File: src/hw/sse_pkg.sv
// Constants and types for the skip-and-set instruction execution block
package sse_pkg;
    localparam int SSE_DW = 8;
    localparam int SSE_BW = 3;
    localparam logic [SSE_DW-1:0] SSE_ONE = 8'h01;
    localparam logic [SSE_DW-1:0] SSE_ZERO = 8'h00;
    localparam logic [SSE_DW-1:0] SSE_ALL_ONES = 8'hff;
    localparam logic [SSE_DW-1:0] SSE_ACC_RESET = 8'h00;
    localparam logic [5:0] SSE_FLAGS_RESET = 6'h00;

    typedef enum logic [2:0] {
        SSE_OP_NONE = 3'b000,
        SSE_OP_DEC_SKIP_ZERO_MEM = 3'b001,
        SSE_OP_DEC_SKIP_ZERO_TO_ACC = 3'b010,
        SSE_OP_INC_SKIP_ZERO_MEM = 3'b011,
        SSE_OP_SET_BYTE = 3'b100,
        SSE_OP_SET_BIT = 3'b101
    } sse_op_t;

    typedef enum logic [0:0] {
        SSE_ST_EXEC = 1'b0,
        SSE_ST_DUMMY = 1'b1
    } sse_state_t;
endpackage

File: src/hw/sse_alu.sv
// Combinational result and skip decision for the skip-and-set instructions
`timescale 1ns/1ps
`default_nettype none
module sse_alu
    import sse_pkg::*;
#(
    parameter int DW = SSE_DW,
    parameter int BW = SSE_BW
) (
    input wire sse_op_t op,
    input wire logic [DW-1:0] operand,
    input wire logic [BW-1:0] bit_sel,
    output logic [DW-1:0] result,
    output logic mem_we,
    output logic acc_we,
    output logic skip
);
    always_comb begin
        result = operand;
        mem_we = 1'b0;
        acc_we = 1'b0;
        skip = 1'b0;
        unique case (op)
            SSE_OP_DEC_SKIP_ZERO_MEM: begin
                result = operand - DW'(SSE_ONE);
                mem_we = 1'b1;
                skip = (result == DW'(SSE_ZERO));
            end
            SSE_OP_DEC_SKIP_ZERO_TO_ACC: begin
                result = operand - DW'(SSE_ONE);
                acc_we = 1'b1;
                skip = (result == DW'(SSE_ZERO));
            end
            SSE_OP_INC_SKIP_ZERO_MEM: begin
                result = operand + DW'(SSE_ONE);
                mem_we = 1'b1;
                skip = (result == DW'(SSE_ZERO));
            end
            SSE_OP_SET_BYTE: begin
                result = DW'(SSE_ALL_ONES);
                mem_we = 1'b1;
            end
            SSE_OP_SET_BIT: begin
                result = operand | (DW'(SSE_ONE) << bit_sel);
                mem_we = 1'b1;
            end
            default: begin
                result = operand;
            end
        endcase
    end
endmodule
`default_nettype wire

File: src/hw/sse_exec.sv
// Execution stage for decrement/increment-skip and set instructions
`timescale 1ns/1ps
`default_nettype none
module sse_exec
    import sse_pkg::*;
#(
    parameter int DW = SSE_DW,
    parameter int BW = SSE_BW
) (
    input wire logic core_clk,
    input wire logic rstn,
    input wire logic instr_valid,
    input wire sse_op_t instr_op,
    input wire logic [BW-1:0] instr_bit,
    input wire logic [DW-1:0] mem_rdata,
    input wire logic [5:0] flags_in,
    output logic instr_ready,
    output logic [DW-1:0] mem_wdata,
    output logic mem_wr,
    output logic [DW-1:0] acc,
    output logic [5:0] flags_out,
    output logic discard_prefetch,
    output logic dummy_cycle,
    output logic instr_done
);
    ////////////////////////////////////////////////////////////////////////
    sse_state_t state;
    sse_state_t next_state;
    logic [DW-1:0] alu_result;
    logic alu_mem_we;
    logic alu_acc_we;
    logic alu_skip;
    logic take;
    logic [DW-1:0] next_acc;
    logic [DW-1:0] next_mem_wdata;
    logic next_mem_wr;
    logic [5:0] next_flags;
    logic next_discard;
    logic next_done;

    sse_alu #(.DW(DW), .BW(BW)) u_alu (
        .op(instr_op),
        .operand(mem_rdata),
        .bit_sel(instr_bit),
        .result(alu_result),
        .mem_we(alu_mem_we),
        .acc_we(alu_acc_we),
        .skip(alu_skip)
    );

    ////////////////////////////////////////////////////////////////////////
    // A new instruction is accepted only outside the dummy cycle
    assign instr_ready = (state == SSE_ST_EXEC);
    assign dummy_cycle = (state == SSE_ST_DUMMY);
    assign take = instr_valid && instr_ready;

    always_comb begin
        next_state = state;
        next_acc = acc;
        next_mem_wdata = mem_wdata;
        next_mem_wr = 1'b0;
        next_flags = flags_in;
        next_discard = 1'b0;
        next_done = 1'b0;
        unique case (state)
            SSE_ST_EXEC: begin
                if (take) begin
                    next_mem_wdata = alu_result;
                    next_mem_wr = alu_mem_we;
                    if (alu_acc_we) begin
                        next_acc = alu_result;
                    end
                    if (alu_skip) begin
                        next_discard = 1'b1;
                        next_state = SSE_ST_DUMMY;
                    end else begin
                        next_done = 1'b1;
                    end
                end
            end
            SSE_ST_DUMMY: begin
                next_done = 1'b1;
                next_state = SSE_ST_EXEC;
            end
        endcase
    end

    always_ff @(posedge core_clk or negedge rstn) begin
        if (!rstn) begin
            state <= SSE_ST_EXEC;
            acc <= DW'(SSE_ACC_RESET);
            mem_wdata <= DW'(SSE_ZERO);
            mem_wr <= 1'b0;
            flags_out <= SSE_FLAGS_RESET;
            discard_prefetch <= 1'b0;
            instr_done <= 1'b0;
        end else begin
            state <= next_state;
            acc <= next_acc;
            mem_wdata <= next_mem_wdata;
            mem_wr <= next_mem_wr;
            flags_out <= next_flags;
            discard_prefetch <= next_discard;
            instr_done <= next_done;
        end
    end

    ////////////////////////////////////////////////////////////////////////
    property p_dec_mem;
        @(posedge core_clk) disable iff (!rstn)
        take && instr_op == SSE_OP_DEC_SKIP_ZERO_MEM |=>
            mem_wr && mem_wdata == DW'($past(mem_rdata) - DW'(SSE_ONE));
    endproperty
    a_dec_mem: assert property (p_dec_mem) else $error("decrement write wrong");

    property p_skip_two;
        @(posedge core_clk) disable iff (!rstn)
        take && alu_skip |=> discard_prefetch && !instr_done && !instr_ready ##1 instr_done;
    endproperty
    a_skip_two: assert property (p_skip_two) else $error("skip not two cycles");

    property p_noskip_one;
        @(posedge core_clk) disable iff (!rstn)
        take && !alu_skip |=> instr_done && !discard_prefetch && instr_ready;
    endproperty
    a_noskip_one: assert property (p_noskip_one) else $error("no-skip not one cycle");

    property p_dec_acc;
        @(posedge core_clk) disable iff (!rstn)
        take && instr_op == SSE_OP_DEC_SKIP_ZERO_TO_ACC |=>
            !mem_wr && acc == DW'($past(mem_rdata) - DW'(SSE_ONE));
    endproperty
    a_dec_acc: assert property (p_dec_acc) else $error("acc decrement wrong");

    property p_set_byte;
        @(posedge core_clk) disable iff (!rstn)
        take && instr_op == SSE_OP_SET_BYTE |=> mem_wr && mem_wdata == DW'(SSE_ALL_ONES);
    endproperty
    a_set_byte: assert property (p_set_byte) else $error("byte set wrong");

    property p_set_bit;
        @(posedge core_clk) disable iff (!rstn)
        take && instr_op == SSE_OP_SET_BIT |=> mem_wr && mem_wdata[$past(instr_bit)]
            && ((mem_wdata ^ $past(mem_rdata)) & ~(DW'(SSE_ONE) << $past(instr_bit)))
            == DW'(SSE_ZERO);
    endproperty
    a_set_bit: assert property (p_set_bit) else $error("bit set wrong");

    property p_inc_mem;
        @(posedge core_clk) disable iff (!rstn)
        take && instr_op == SSE_OP_INC_SKIP_ZERO_MEM |=>
            mem_wr && mem_wdata == DW'($past(mem_rdata) + DW'(SSE_ONE))
            && (discard_prefetch == (mem_wdata == DW'(SSE_ZERO)));
    endproperty
    a_inc_mem: assert property (p_inc_mem) else $error("increment wrong");

    property p_flags;
        @(posedge core_clk) disable iff (!rstn)
        ##1 flags_out == $past(flags_in);
    endproperty
    a_flags: assert property (p_flags) else $error("flags altered");

    ////////////////////////////////////////////////////////////////////////
    // Handshake and dummy-cycle bookkeeping
    property p_ready_dummy;
        @(posedge core_clk) disable iff (!rstn)
        instr_ready != dummy_cycle;
    endproperty
    a_ready_dummy: assert property (p_ready_dummy) else $error("ready during dummy");

    property p_discard_dummy;
        @(posedge core_clk) disable iff (!rstn)
        discard_prefetch == dummy_cycle;
    endproperty
    a_discard_dummy: assert property (p_discard_dummy) else $error("discard off dummy");

    property p_dummy_once;
        @(posedge core_clk) disable iff (!rstn)
        dummy_cycle |=> !dummy_cycle && instr_done && !mem_wr;
    endproperty
    a_dummy_once: assert property (p_dummy_once) else $error("dummy cycle repeated");

    property p_idle_quiet;
        @(posedge core_clk) disable iff (!rstn)
        !take && !dummy_cycle |=> !mem_wr && !instr_done && !discard_prefetch;
    endproperty
    a_idle_quiet: assert property (p_idle_quiet) else $error("activity while idle");

    ////////////////////////////////////////////////////////////////////////
    // Result-dependent skip decisions and accumulator hold
    property p_dec_skip;
        @(posedge core_clk) disable iff (!rstn)
        take && instr_op == SSE_OP_DEC_SKIP_ZERO_MEM |=>
            discard_prefetch == (mem_wdata == DW'(SSE_ZERO));
    endproperty
    a_dec_skip: assert property (p_dec_skip) else $error("decrement skip wrong");

    property p_acc_skip;
        @(posedge core_clk) disable iff (!rstn)
        take && instr_op == SSE_OP_DEC_SKIP_ZERO_TO_ACC |=>
            discard_prefetch == (acc == DW'(SSE_ZERO));
    endproperty
    a_acc_skip: assert property (p_acc_skip) else $error("acc skip wrong");

    property p_acc_hold;
        @(posedge core_clk) disable iff (!rstn)
        take && instr_op != SSE_OP_DEC_SKIP_ZERO_TO_ACC |=> acc == $past(acc);
    endproperty
    a_acc_hold: assert property (p_acc_hold) else $error("acc changed");

    // Set instructions never skip
    property p_set_noskip;
        @(posedge core_clk) disable iff (!rstn)
        take && (instr_op == SSE_OP_SET_BYTE || instr_op == SSE_OP_SET_BIT) |=>
            !discard_prefetch && instr_done;
    endproperty
    a_set_noskip: assert property (p_set_noskip) else $error("set skipped");
endmodule
`default_nettype wire

File: config.mk
export PLATFORM = sky130hd
export DESIGN_NAME = sse_exec
export DESIGN_NICKNAME = d
export VERILOG_FILES = /design/src/hw/sse_pkg.sv /design/src/hw/sse_alu.sv /design/src/hw/sse_exec.sv
export SDC_FILE = /design/constraint.sdc
export NUM_CORES = 1
export LEC_CHECK = 0
export ABC_AREA = 0
export BUFFER_PORTS_ARGS = -buffer_cell sky130_fd_sc_hd__buf_2
export CAP_MARGIN = 20
export CORE_AREA = 2 2 67 69
export DETAILED_ROUTE_END_ITERATION = 8
export DIE_AREA = 0 0 69 71
export GPL_TIMING_DRIVEN = 0
export PLACE_DENSITY = 0.6
export SYNTH_ARGS = -nofsm -noshare
export SYNTH_HDL_FRONTEND = slang
export SYNTH_SLANG_ARGS = --single-unit
File: constraint.sdc
create_clock -name core_clk -period 2.7 [get_ports core_clk]
set_input_delay 0.405 -clock core_clk [delete_from_list [all_inputs] [get_ports core_clk]]
set_output_delay 0.405 -clock core_clk [all_outputs]
set_load 0.01 [all_outputs]
==> flow_metrics.py, run 1 <==
metrics = {
    "grt": {
        "antenna_found_initial": 0,
        "global_route.overflow_total": 0,
        "grt_use_total_pct": 16.8,
        "grt_pass1_wl_um": 6740,
        "grt_start_max_net_pins": 26,
        "grt_pass1_vias": 1427,
    },
    "finish": {
        "share_of_cells_above_drive_strength_1_pct": 28.6,
        "finalInstanceArea_sq_um": 1970,
        "n_antenna_cell": 0,
        "area_growth_pct": 21.2,
        "nFillCells": 433,
        "design.final.nets": 262,
        "layout.cells.non_filler": 286,
        "finalCoreUtilization_pct": 46.8,
    },
    "setup_path": {
        "reg2reg_to": "mem_wdata[7]",
        "critical_path.max_fanout": 7,
        "crit_type": "in2reg",
        "worstPathCellList": "buf_2, buf_2, inv_1, ha_1, xnor2_1, and4_1, and4_1, a41oi_1, a21o_1",
        "worst_path_largest_cell_delay_ns": 0.30,
        "worstPathRequired_ns": 2.91,
        "end_kind": "flop",
        "regToRegSetupSlack_ns": 1.25,
        "reg2regPathDepth": 5,
        "crit-reg2reg-launch": "discard_prefetch",
        "critPathArrivalTime_ns": 2.14,
        "critical_path.slowest_cell": "sky130_fd_sc_hd__ha_1",
        "timing.critical_path.from_type": "input pin",
    },
    "clocking": {
        "post_cts.repair.setup_buffers": 0,
        "clk_root_buffer_cell": "sky130_fd_sc_hd__clkbuf_8",
        "cts-buffers-inserted": 3,
        "number_of_clock_sinks": 25,
        "clkTransAtPathRegs_ns": 0.09,
        "post_cts_hold_buffer_count": 0,
        "clk_latency_ns": 0.27,
        "ctsLongestPathBuffers": 2,
        "tritoncts": "done",
        "htree_num_levels": 1,
        "ctsResizeCount": 0,
    },
    "synth": {
        "synth_edf_count": 0,
        "synthesis.yosys.warnings": 0,
        "ys_seq_elements": 25,
        "synthCells": 184,
        "seq_total_area_yosys_pct": 38.5,
        "number_of_nets_in_the_synthesized_netlist": 211,
        "synth_flop_cell": "sky130_fd_sc_hd__dfrtp_1",
        "synth.lib_cells_used.distinct": 50,
        "post_synth.cell_area_avg_sq_um": 8.83,
        "syn-cell-area_sq_um": 1620,
        "share_of_synthesized_registers_carrying_an_async_set_or_reset_pct": 100,
    },
    "timing": {
        "fin_worst_hold_slack_ns": 0.107,
        "timing.setup.tns_ns": 0,
        "actual_transition_at_the_worst_max_transition_pin_ns": 0.534,
        "maxSlewHeadroom_pct": 64.4,
        "report.final.slew_viol_count": 0,
        "finalSetupViolations": 0,
        "unrepaired_setup_endpoints_after_global_routing": "false",
        "clock-skew-final_ns": 0.00844,
        "finalCriticalPeriod_ns": 1.93,
        "min_period_over_period_pct": 71.3,
        "timing_hold_violations_final": 0,
        "fmaxAchievable_ghz": 0.519,
    },
    "floorplanning": {
        "design.portCount": 50,
        "die_x_um": 69,
        "die_h_um": 71,
        "core_sq_um": 4200,
        "cell_row_count": 24,
        "fp.dieArea_sq_um": 4900,
        "floorplan.initialDensity_pct": 38.6,
    },
    "detailed_routing": {
        "post_dr_wirelength_cell_um": 13.8,
        "drt_first_pass_iters": 4,
        "route.detailed.drc": 0,
        "ant_nets_after_route": 0,
        "avgViaCountPerCell": 5.21,
        "dr_total_vias": 1491,
        "drt-initial-drc-count": 120,
        "totalWireLength_um": 3960,
    },
    "power_and_ir_drop": {
        "power.static_leakage_uw": 0.000880,
        "vdd.ir_drop.worst_v": 0.000212,
        "power_density_nw_per_um2": 474,
    },
    "run": {
        "max_cap_viol_count": 0,
    },
    "placement": {
        "placed_cells_incl_taps": 282,
        "dp_hpwl_um": 3090,
        "finalWeightedCongestion": 0.886,
        "postPlaceCellArea_sq_um": 1920,
        "port-buffer-count": 46,
    },
    "hold_path": {
        "type_of_the_worst_min_delay_path": "in2async",
    },
    "run_status": {
        "status": "completed",
    },
}
cell usage after synthesis, types with 2 or more instances:
cell type / count / area, sq um
sky130_fd_sc_hd__o21ai_1: 9 / 45.0
sky130_fd_sc_hd__xnor2_1: 9 / 78.8
sky130_fd_sc_hd__a21oi_1: 10 / 50.1
sky130_fd_sc_hd__or3_1: 2 / 12.5
sky130_fd_sc_hd__nand3b_1: 3 / 22.5
sky130_fd_sc_hd__and4_1: 2 / 17.5
sky130_fd_sc_hd__clkbuf_1: 6 / 22.5
sky130_fd_sc_hd__mux2i_1: 2 / 20.0
sky130_fd_sc_hd__nor3b_1: 2 / 15.0
sky130_fd_sc_hd__nor2_1: 13 / 48.8
sky130_fd_sc_hd__nand3_1: 4 / 20.0
sky130_fd_sc_hd__buf_4: 2 / 15.0
sky130_fd_sc_hd__buf_2: 6 / 30.0
sky130_fd_sc_hd__or2_1: 2 / 12.5
sky130_fd_sc_hd__nand2_1: 20 / 75.1
sky130_fd_sc_hd__inv_1: 6 / 22.5
sky130_fd_sc_hd__nand2b_1: 2 / 12.5
sky130_fd_sc_hd__o21ai_0: 6 / 30.0
sky130_fd_sc_hd__and3_1: 2 / 12.5
sky130_fd_sc_hd__nor3_1: 6 / 30.0
sky130_fd_sc_hd__xor2_1: 5 / 43.8
sky130_fd_sc_hd__ha_1: 4 / 50.1
sky130_fd_sc_hd__o31ai_1: 4 / 30.0
sky130_fd_sc_hd__a211oi_1: 3 / 22.5
sky130_fd_sc_hd__o22ai_1: 5 / 31.3
sky130_fd_sc_hd__dfrtp_1: 25 / 626
state kept, by name, summed over array words and instances (netlist names):
name / flops
acc: 8
mem_wdata: 8
flags_out: 6
discard_prefetch: 1
instr_done: 1
mem_wr: 1
metal layers:
| layer | part of all wire (%) | vias to the layer above | GRT usage (%) |
|---|---|---|---|
| met5 | 0 | - | 0 |
| met4 | 0.58 | 0 | 4.79 |
| met3 | 6.7 | 2 | 2.56 |
| met2 | 46 | 55 | 27.7 |
| met1 | 47 | 683 | 22.9 |
| li1 | - | 751 | - |
placed cells by master (no fill, tap or decap), drive strengths merged, types with 2 or more instances in the layout:
cell type | synthesis | routed
a211oi | 3 | 3
a21oi | 10 | 10
a31o | 2 | 2
and3 | 2 | 2
and4 | 2 | 2
buf | 10 | 56
clkbuf | 6 | 9
dfrtp | 25 | 25
ha | 4 | 4
inv | 7 | 7
mux2i | 2 | 2
nand2 | 21 | 21
nand2b | 2 | 2
nand3 | 4 | 4
nand3b | 3 | 3
nor2 | 13 | 13
nor3 | 6 | 6
nor3b | 2 | 2
o21ai | 15 | 15
o22ai | 5 | 5
o31ai | 6 | 6
or2 | 2 | 2
or3 | 3 | 3
xnor2 | 9 | 9
xor2 | 5 | 5
report_power, final:
part | switching, uW | total, uW | internal [uW]
Combinational | 157 | 268 | 111
Sequential | 21.5 | 442 | 421
Clock | 117 | 222 | 104
critical path: cells and delay by family:
family | cells | cell delay (ns)
fa+ha+maj | 1 | 0.30
buf+inv | 3 | 0.43
xor+xnor | 1 | 0.15
simple gates | 2 | 0.38
compound gates | 2 | 0.47
metrics by stage:
step                      setup slack [ns]  total power (uW)
final                                0.775               932
after global routing                 0.619               995
after CTS                            0.785               938
after detailed placement             0.511               720
after global placement               0.503               715
after floorplan                      0.937               609
cell type report:
class                           count  area [sq um]  share of cell area, %
Timing Repair Buffer               46           230                   11.7
Inverter                            7          26.3                   1.34
Multi-Input combinational cell    136           890                   45.2
Clock buffer                        3          41.3                   2.10
Clock inverter                      1          7.51                  0.381
Sequential cell                    25           626                   31.8
Tap cell                           52          65.1                   3.31
Buffer                             16          82.6                   4.20
cell families (layout without fill, tap and decap cells):
logic type	Yosys count	count (layout)	share of synthesized area (%)
simple gates	62	62	20.0
mux	3	3	1.93
buf+inv	23	73	6.70
fa+ha+maj	4	4	3.08
compound gates	53	53	22.3
flops	25	25	38.5
xor+xnor	14	14	7.55
how the worst max path moves through the flow:
stage	slack [ns]	start	to
global placement	0.50	mem_rdata[0]	instr_done
detailed placement	0.51	mem_rdata[0]	instr_done
CTS	0.79	mem_rdata[0]	instr_done
floorplan	0.94	mem_rdata[0]	instr_done
finish	0.77	mem_rdata[0]	instr_done
global route	0.62	mem_rdata[0]	instr_done
Power figures use the tool's default switching activity.
==> run 2: changes to the inputs <==
- ABC_AREA: 0 -> 1
- PLACE_DENSITY: 0.6 -> 0.62
- clock period: 2.7 -> 1.7 ns (I/O delays scaled with it)
==> run 2 against run 1 <==
Synthesized cell count rose by 33%. Clock-buffer cell count rose by 1. Register-to-register slack got worse by 0.91 ns. Combinational power rose by 53%. Flip-flop and latch count did not move. Sequential power rose by 59%. Routed wire length rose by 4.6%. Critical path depth rose by 3. Sequential share of layout area barely moved. Non-clock buffer count fell by 8. Clock skew fell by 0.0032 ns.
==> flow_metrics.py, run 2 <==
metrics = {
    "run_status": {
        "status": "completed",
    },
    "power_and_ir_drop": {
        "power.static_leakage_uw": 0.00112,
        "vdd.ir_drop.worst_v": 0.000438,
        "fin_total_pwr_uw": 1460,
        "power_density_nw_per_um2": 744,
    },
    "grt": {
        "antenna_found_initial": 0,
        "global_route.overflow_total": 0,
        "grt_use_total_pct": 17.7,
        "grt.met2_usage_pct": 28.4,
        "grt_pass1_wl_um": 7160,
        "groute.layer.met1.usage_pct": 24.1,
        "grt_start_max_net_pins": 26,
        "grt_pass1_vias": 1631,
        "global_route.peak_usage_layer": "met2",
        "groute.layer.met3.usage_pct": 3.85,
    },
    "synth": {
        "seq_total_area_yosys_pct": 38.6,
        "ys_seq_elements": 25,
        "yosysMostFrequentCell": "sky130_fd_sc_hd__nand2_1",
        "number_of_nets_in_the_synthesized_netlist": 272,
        "post_synth.cell_area_avg_sq_um": 6.62,
        "synthCells": 245,
        "share_of_synthesized_registers_carrying_an_async_set_or_reset_pct": 100,
        "netlist.area_leader.share_pct": 38.6,
        "synth_flop_cell": "sky130_fd_sc_hd__dfrtp_1",
        "synthesis.yosys.warnings": 0,
        "synth.lib_cells_used.distinct": 24,
        "synth_edf_count": 0,
        "netlist.top_cell.by_area": "sky130_fd_sc_hd__dfrtp_1",
        "synth_commonest_cells": "sky130_fd_sc_hd__nand2_1 (102), sky130_fd_sc_hd__nand3_1 (28), sky130_fd_sc_hd__dfrtp_1 (25)",
        "synth_area_leaders": "sky130_fd_sc_hd__dfrtp_1 (39%), sky130_fd_sc_hd__nand2_1 (24%), sky130_fd_sc_hd__nand3_1 (8.6%), sky130_fd_sc_hd__inv_1 (5.1%), sky130_fd_sc_hd__nand4_1 (3.9%)",
        "syn-cell-area_sq_um": 1620,
    },
    "clocking": {
        "clkTransAtPathRegs_ns": 0.08,
        "ctsLongestPathBuffers": 2,
        "ctsResizeCount": 0,
        "htree_num_levels": 1,
        "clk_latency_ns": 0.27,
        "tritoncts": "done",
        "number_of_clock_sinks": 25,
        "post_cts.repair.setup_buffers": 0,
        "cts-buffers-inserted": 3,
        "clk_root_buffer_cell": "sky130_fd_sc_hd__clkbuf_8",
    },
    "setup_path": {
        "critical_path.max_fanout": 8,
        "end_kind": "flop",
        "reg2regPathDepth": 6,
        "critPathArrivalTime_ns": 1.53,
        "timing.critical_path.from_type": "input pin",
        "crit_type": "in2reg",
        "worstPathRequired_ns": 1.86,
    },
    "finish": {
        "sequential_cell_area_sq_um": 626,
        "area_growth_pct": 21.3,
        "design.final.nets": 323,
        "multi_input_area_sq_um": 835,
        "nFillCells": 457,
        "reg_top3": "acc: 8 flops, mem_wdata: 8 flops, flags_out: 6 flops",
        "layout_commonest_cell": "sky130_fd_sc_hd__nand2_1",
        "layout.cells.non_filler": 347,
        "finalCoreUtilization_pct": 46.8,
        "share_of_cells_above_drive_strength_1_pct": 23.4,
        "layout.cells.most_common_list": "sky130_fd_sc_hd__nand2_1 (102), sky130_fd_sc_hd__buf_2 (46), sky130_fd_sc_hd__nand3_1 (28)",
        "finalInstanceArea_sq_um": 1970,
        "n_antenna_cell": 0,
    },
    "hold_path": {
        "cell_depth_of_the_worst_min_delay_path": 1,
        "type_of_the_worst_min_delay_path": "in2reg",
    },
    "detailed_routing": {
        "post_dr_wirelength_cell_um": 11.9,
        "ant_nets_after_route": 0,
        "dr_total_vias": 1709,
        "drt-initial-drc-count": 106,
        "drt_first_pass_iters": 4,
        "route.detailed.drc": 0,
        "totalWireLength_um": 4140,
        "avgViaCountPerCell": 4.93,
    },
    "timing": {
        "min_period_over_period_pct": 80.5,
        "report.final.slew_viol_count": 0,
        "fmaxAchievable_ghz": 0.731,
        "clock-skew-final_ns": 0.00522,
        "timing_hold_violations_final": 0,
        "unrepaired_setup_endpoints_after_global_routing": "false",
        "finalCriticalPeriod_ns": 1.37,
        "finalSetupViolations": 0,
        "actual_transition_at_the_worst_max_transition_pin_ns": 0.552,
        "timing.setup.tns_ns": 0,
        "maxSlewHeadroom_pct": 63.2,
    },
    "floorplanning": {
        "floorplan.initialDensity_pct": 38.6,
        "die_h_um": 71,
        "core_sq_um": 4200,
        "cell_row_count": 24,
        "fp.dieArea_sq_um": 4900,
        "die_x_um": 69,
        "design.portCount": 50,
    },
    "placement": {
        "port-buffer-count": 45,
        "finalWeightedCongestion": 0.885,
        "dp_hpwl_um": 3220,
        "placed_cells_incl_taps": 342,
        "postPlaceCellArea_sq_um": 1910,
    },
    "run": {
        "max_cap_viol_count": 0,
    },
}
[run 2: timing repair]
action / CTS / global route
setup endpoints to repair: 0 / 0
endpoints found under the hold margin: 25 / 0
hold buffers: 1 / 0
[run 2: metrics by stage]
step                hold WS (ns)  worst slack [ns]
global route              0.0792             0.135
floorplan                -0.0406             0.373
global placement           0.269            0.0635
detailed placement         0.277            0.0713
CTS                       0.0864             0.318
finish                    0.0901             0.332
[run 2: final cells by class]
| class | instances | area share, % |
|---|---|---|
| clock buffers | 4 | 2.29 |
| inverters | 30 | 5.73 |
| repair buffers | 46 | 12.0 |
| plain buffers | 8 | 2.48 |
| multi-input cells | 182 | 42.4 |
| flip-flops and latches | 25 | 31.8 |
| well taps | 52 | 3.31 |
[run 2: logic make-up after synthesis]
kind of cell,after synthesis,share of synthesized area (%)
buf+inv,38,9.95
compound gates,16,5.56
flops,25,38.6
simple gates,161,42.3
fa+ha+maj,4,3.09
xor+xnor,1,0.540
[run 2: report_power, final]
part / total, uW / leakage (uW) / internal [uW] / switching, uW
Clock: 347 / 0.0000228 / 168 / 180
Sequential: 704 / 0.000307 / 670 / 34.4
Combinational: 411 / 0.000788 / 153 / 259
Total: 1460 / 0.00112 / 990 / 473
[run 2: per-layer routing]
metal  share of wire, %  vias up
met4                1.7        0
li1                   -      882
met2                 46       54
met3                6.0        6
met5                  0        -
met1                 47      767
[run 2: worst paths after layout]
check | endpoint | startpoint | slack [ns]
worst min register to register | acc[1] | acc[1] | 0.48
worst min-delay path | flags_out[5] | flags_in[5] | 0.09
min in group asynchronous | acc[4] | rstn | 0.51
worst max-delay path | instr_done | mem_rdata[1] | 0.33
max in group asynchronous | flags_out[1] | rstn | 0.83
worst max register to register | acc[0] | discard_prefetch | 0.34
[run 2: critical path, cell delays in order]
cell                       delay [ns]
sky130_fd_sc_hd__buf_2           0.10
sky130_fd_sc_hd__clkbuf_2        0.19
sky130_fd_sc_hd__inv_1           0.08
sky130_fd_sc_hd__ha_1            0.19
sky130_fd_sc_hd__nand2_1         0.11
sky130_fd_sc_hd__nand2_1         0.08
sky130_fd_sc_hd__nor2_1          0.09
sky130_fd_sc_hd__nand2_1         0.06
sky130_fd_sc_hd__nor2_1          0.12
sky130_fd_sc_hd__nand3_1         0.11
sky130_fd_sc_hd__nand3_1         0.10
sky130_fd_sc_hd__nand2_1         0.05
==> run 3: changes to the inputs <==
- PLACE_DENSITY: 0.62 -> 0.59
- clock period: 1.7 -> 1.4 ns (I/O delays scaled with it)
==> run 3 against run 2 <==
Cell count rose by 0.86%. Clock power grew 16%. Worst hold slack lost 0.040 ns. Critical path type unchanged.
==> flow_metrics.py, run 3 (same netlist as run 2, synthesis figures left out) <==
metrics = {
    "run_status": {
        "status": "completed",
    },
    "finish": {
        "finalCoreUtilization_pct": 47.8,
        "layout_commonest_cell": "sky130_fd_sc_hd__nand2_1",
        "multi_input_area_sq_um": 850,
        "finalInstanceArea_sq_um": 2010,
        "reg_top3": "acc: 8 flops, mem_wdata: 8 flops, flags_out: 6 flops",
        "nFillCells": 464,
        "layout.cells.most_common_list": "sky130_fd_sc_hd__nand2_1 (101), sky130_fd_sc_hd__buf_2 (45), sky130_fd_sc_hd__nand3_1 (28)",
        "layout.cells.non_filler": 350,
        "area_growth_pct": 24.0,
        "n_antenna_cell": 0,
        "design.final.nets": 326,
        "share_of_cells_above_drive_strength_1_pct": 25.8,
        "sequential_cell_area_sq_um": 626,
    },
    "setup_path": {
        "timing.critical_path.buf_inv": 4,
        "worstSetupPathDepth": 13,
        "end_kind": "flop",
        "critical_path.max_fanout": 8,
        "crit_type": "in2reg",
        "worst_path_largest_cell_delay_ns": 0.18,
        "reg2regPathDepth": 5,
        "worstPathRequired_ns": 1.55,
        "timing.critical_path.max_delay_family": "simple AND/OR/NAND/NOR gates",
        "critical_path.slowest_cell": "sky130_fd_sc_hd__ha_2",
        "worstPathCellList": "buf_2, clkbuf_4, inv_1, ha_2, inv_1, nand2_1, nand2_1, nor2_1, nand2_1, nor2_1, nand3_1, nand3_1, nand2_1",
        "critPathArrivalTime_ns": 1.44,
        "timing.critical_path.from_type": "input pin",
        "timing.critical_path.mode_cell": "sky130_fd_sc_hd__nand2_1",
    },
    "clocking": {
        "clk_latency_ns": 0.26,
        "number_of_clock_sinks": 25,
        "clkTransAtPathRegs_ns": 0.08,
        "ctsLongestPathBuffers": 2,
        "htree_num_levels": 1,
        "tritoncts": "done",
        "cts-buffers-inserted": 3,
        "clk_root_buffer_cell": "sky130_fd_sc_hd__clkbuf_8",
    },
    "timing": {
        "finalCriticalPeriod_ns": 1.29,
        "fmaxAchievable_ghz": 0.775,
        "actual_transition_at_the_worst_max_transition_pin_ns": 0.551,
        "clock-skew-final_ns": 0.00132,
        "timing.setup.tns_ns": 0,
        "finalSetupViolations": 0,
        "timing_hold_violations_final": 0,
        "report.final.slew_viol_count": 0,
        "min_period_over_period_pct": 92.1,
        "unrepaired_setup_endpoints_after_global_routing": "true",
        "maxSlewHeadroom_pct": 63.3,
    },
    "detailed_routing": {
        "avgViaCountPerCell": 4.86,
        "routed.top_layer": "met4",
        "ant_nets_after_route": 0,
        "met2_wirelength_um": 1900,
        "route.detailed.drc": 0,
        "drt-initial-drc-count": 122,
        "drt_first_pass_iters": 5,
        "dr_wl_met3_um": 218,
        "post_dr_wirelength_cell_um": 11.9,
        "wirelength_met1_um": 2000,
        "totalWireLength_um": 4180,
        "dr_total_vias": 1701,
    },
    "power_and_ir_drop": {
        "vdd.ir_drop.worst_v": 0.000452,
        "power_density_nw_per_um2": 878,
        "fin_total_pwr_uw": 1770,
        "power.static_leakage_uw": 0.00114,
    },
    "hold_path": {
        "type_of_the_worst_min_delay_path": "in2reg",
        "cell_depth_of_the_worst_min_delay_path": 1,
    },
    "floorplanning": {
        "die_x_um": 69,
        "cell_row_count": 24,
        "fp.dieArea_sq_um": 4900,
        "design.portCount": 50,
        "die_h_um": 71,
        "floorplan.initialDensity_pct": 38.6,
        "core_sq_um": 4200,
    },
    "run": {
        "max_cap_viol_count": 0,
    },
    "placement": {
        "port-buffer-count": 45,
        "postPlaceCellArea_sq_um": 1910,
        "placed_cells_incl_taps": 342,
        "finalWeightedCongestion": 0.869,
        "dp_hpwl_um": 3280,
    },
    "grt": {
        "global_route.overflow_total": 0,
        "grt_start_max_net_pins": 26,
        "antenna_found_initial": 0,
        "grt_use_total_pct": 18.3,
        "grt_pass1_vias": 1593,
        "grt_pass1_wl_um": 7290,
    },
}
[run 3: metal layers]
metal,GRT usage [%],vias to the layer above
li1,-,884
met4,3.92,0
met1,24.6,766
met3,3.56,4
met2,30.7,47
met5,0,-
[run 3: final timing paths]
check,startpoint,to,slack (ns)
max,mem_rdata[1],instr_done,0.11
min,flags_in[1],flags_out[1],0.05
max reg2reg,discard_prefetch,mem_wdata[3],0.29
min reg2reg,mem_wdata[6],mem_wdata[6],0.48
max in group asynchronous,rstn,acc[5],0.57
min in group asynchronous,rstn,flags_out[2],0.47
[run 3: per-stage QoR]
stage                     hold WS (ns)  setup slack (ns)
after global placement           0.229            -0.198
after detailed placement         0.232            -0.223
after global routing            0.0364          -0.00827
final                           0.0504             0.110
after CTS                       0.0447            0.0535
after floorplan                -0.0856             0.118
[run 3: repair_timing]
action	4_1_cts	5_1_grt
pin swaps	0	1
hold buffers	1	0
setup endpoints to repair	8	17
resized for setup	1	9
endpoints found under the hold margin	25	0
buffers inserted	0	3
gates cloned	0	0
[run 3: report_power, final]
group,switching (uW),total [uW],internal (uW)
registers,40.7,854,813
logic,316,507,192
clock network,201,404,203
[run 3: final cells by class]
class | count | area share (%)
flip-flops and latches | 25 | 31.1
clock buffers | 4 | 2.24
plain buffers | 8 | 2.61
repair buffers | 49 | 12.9
well taps | 52 | 3.24
multi-input cells | 182 | 42.3
inverters | 30 | 5.60
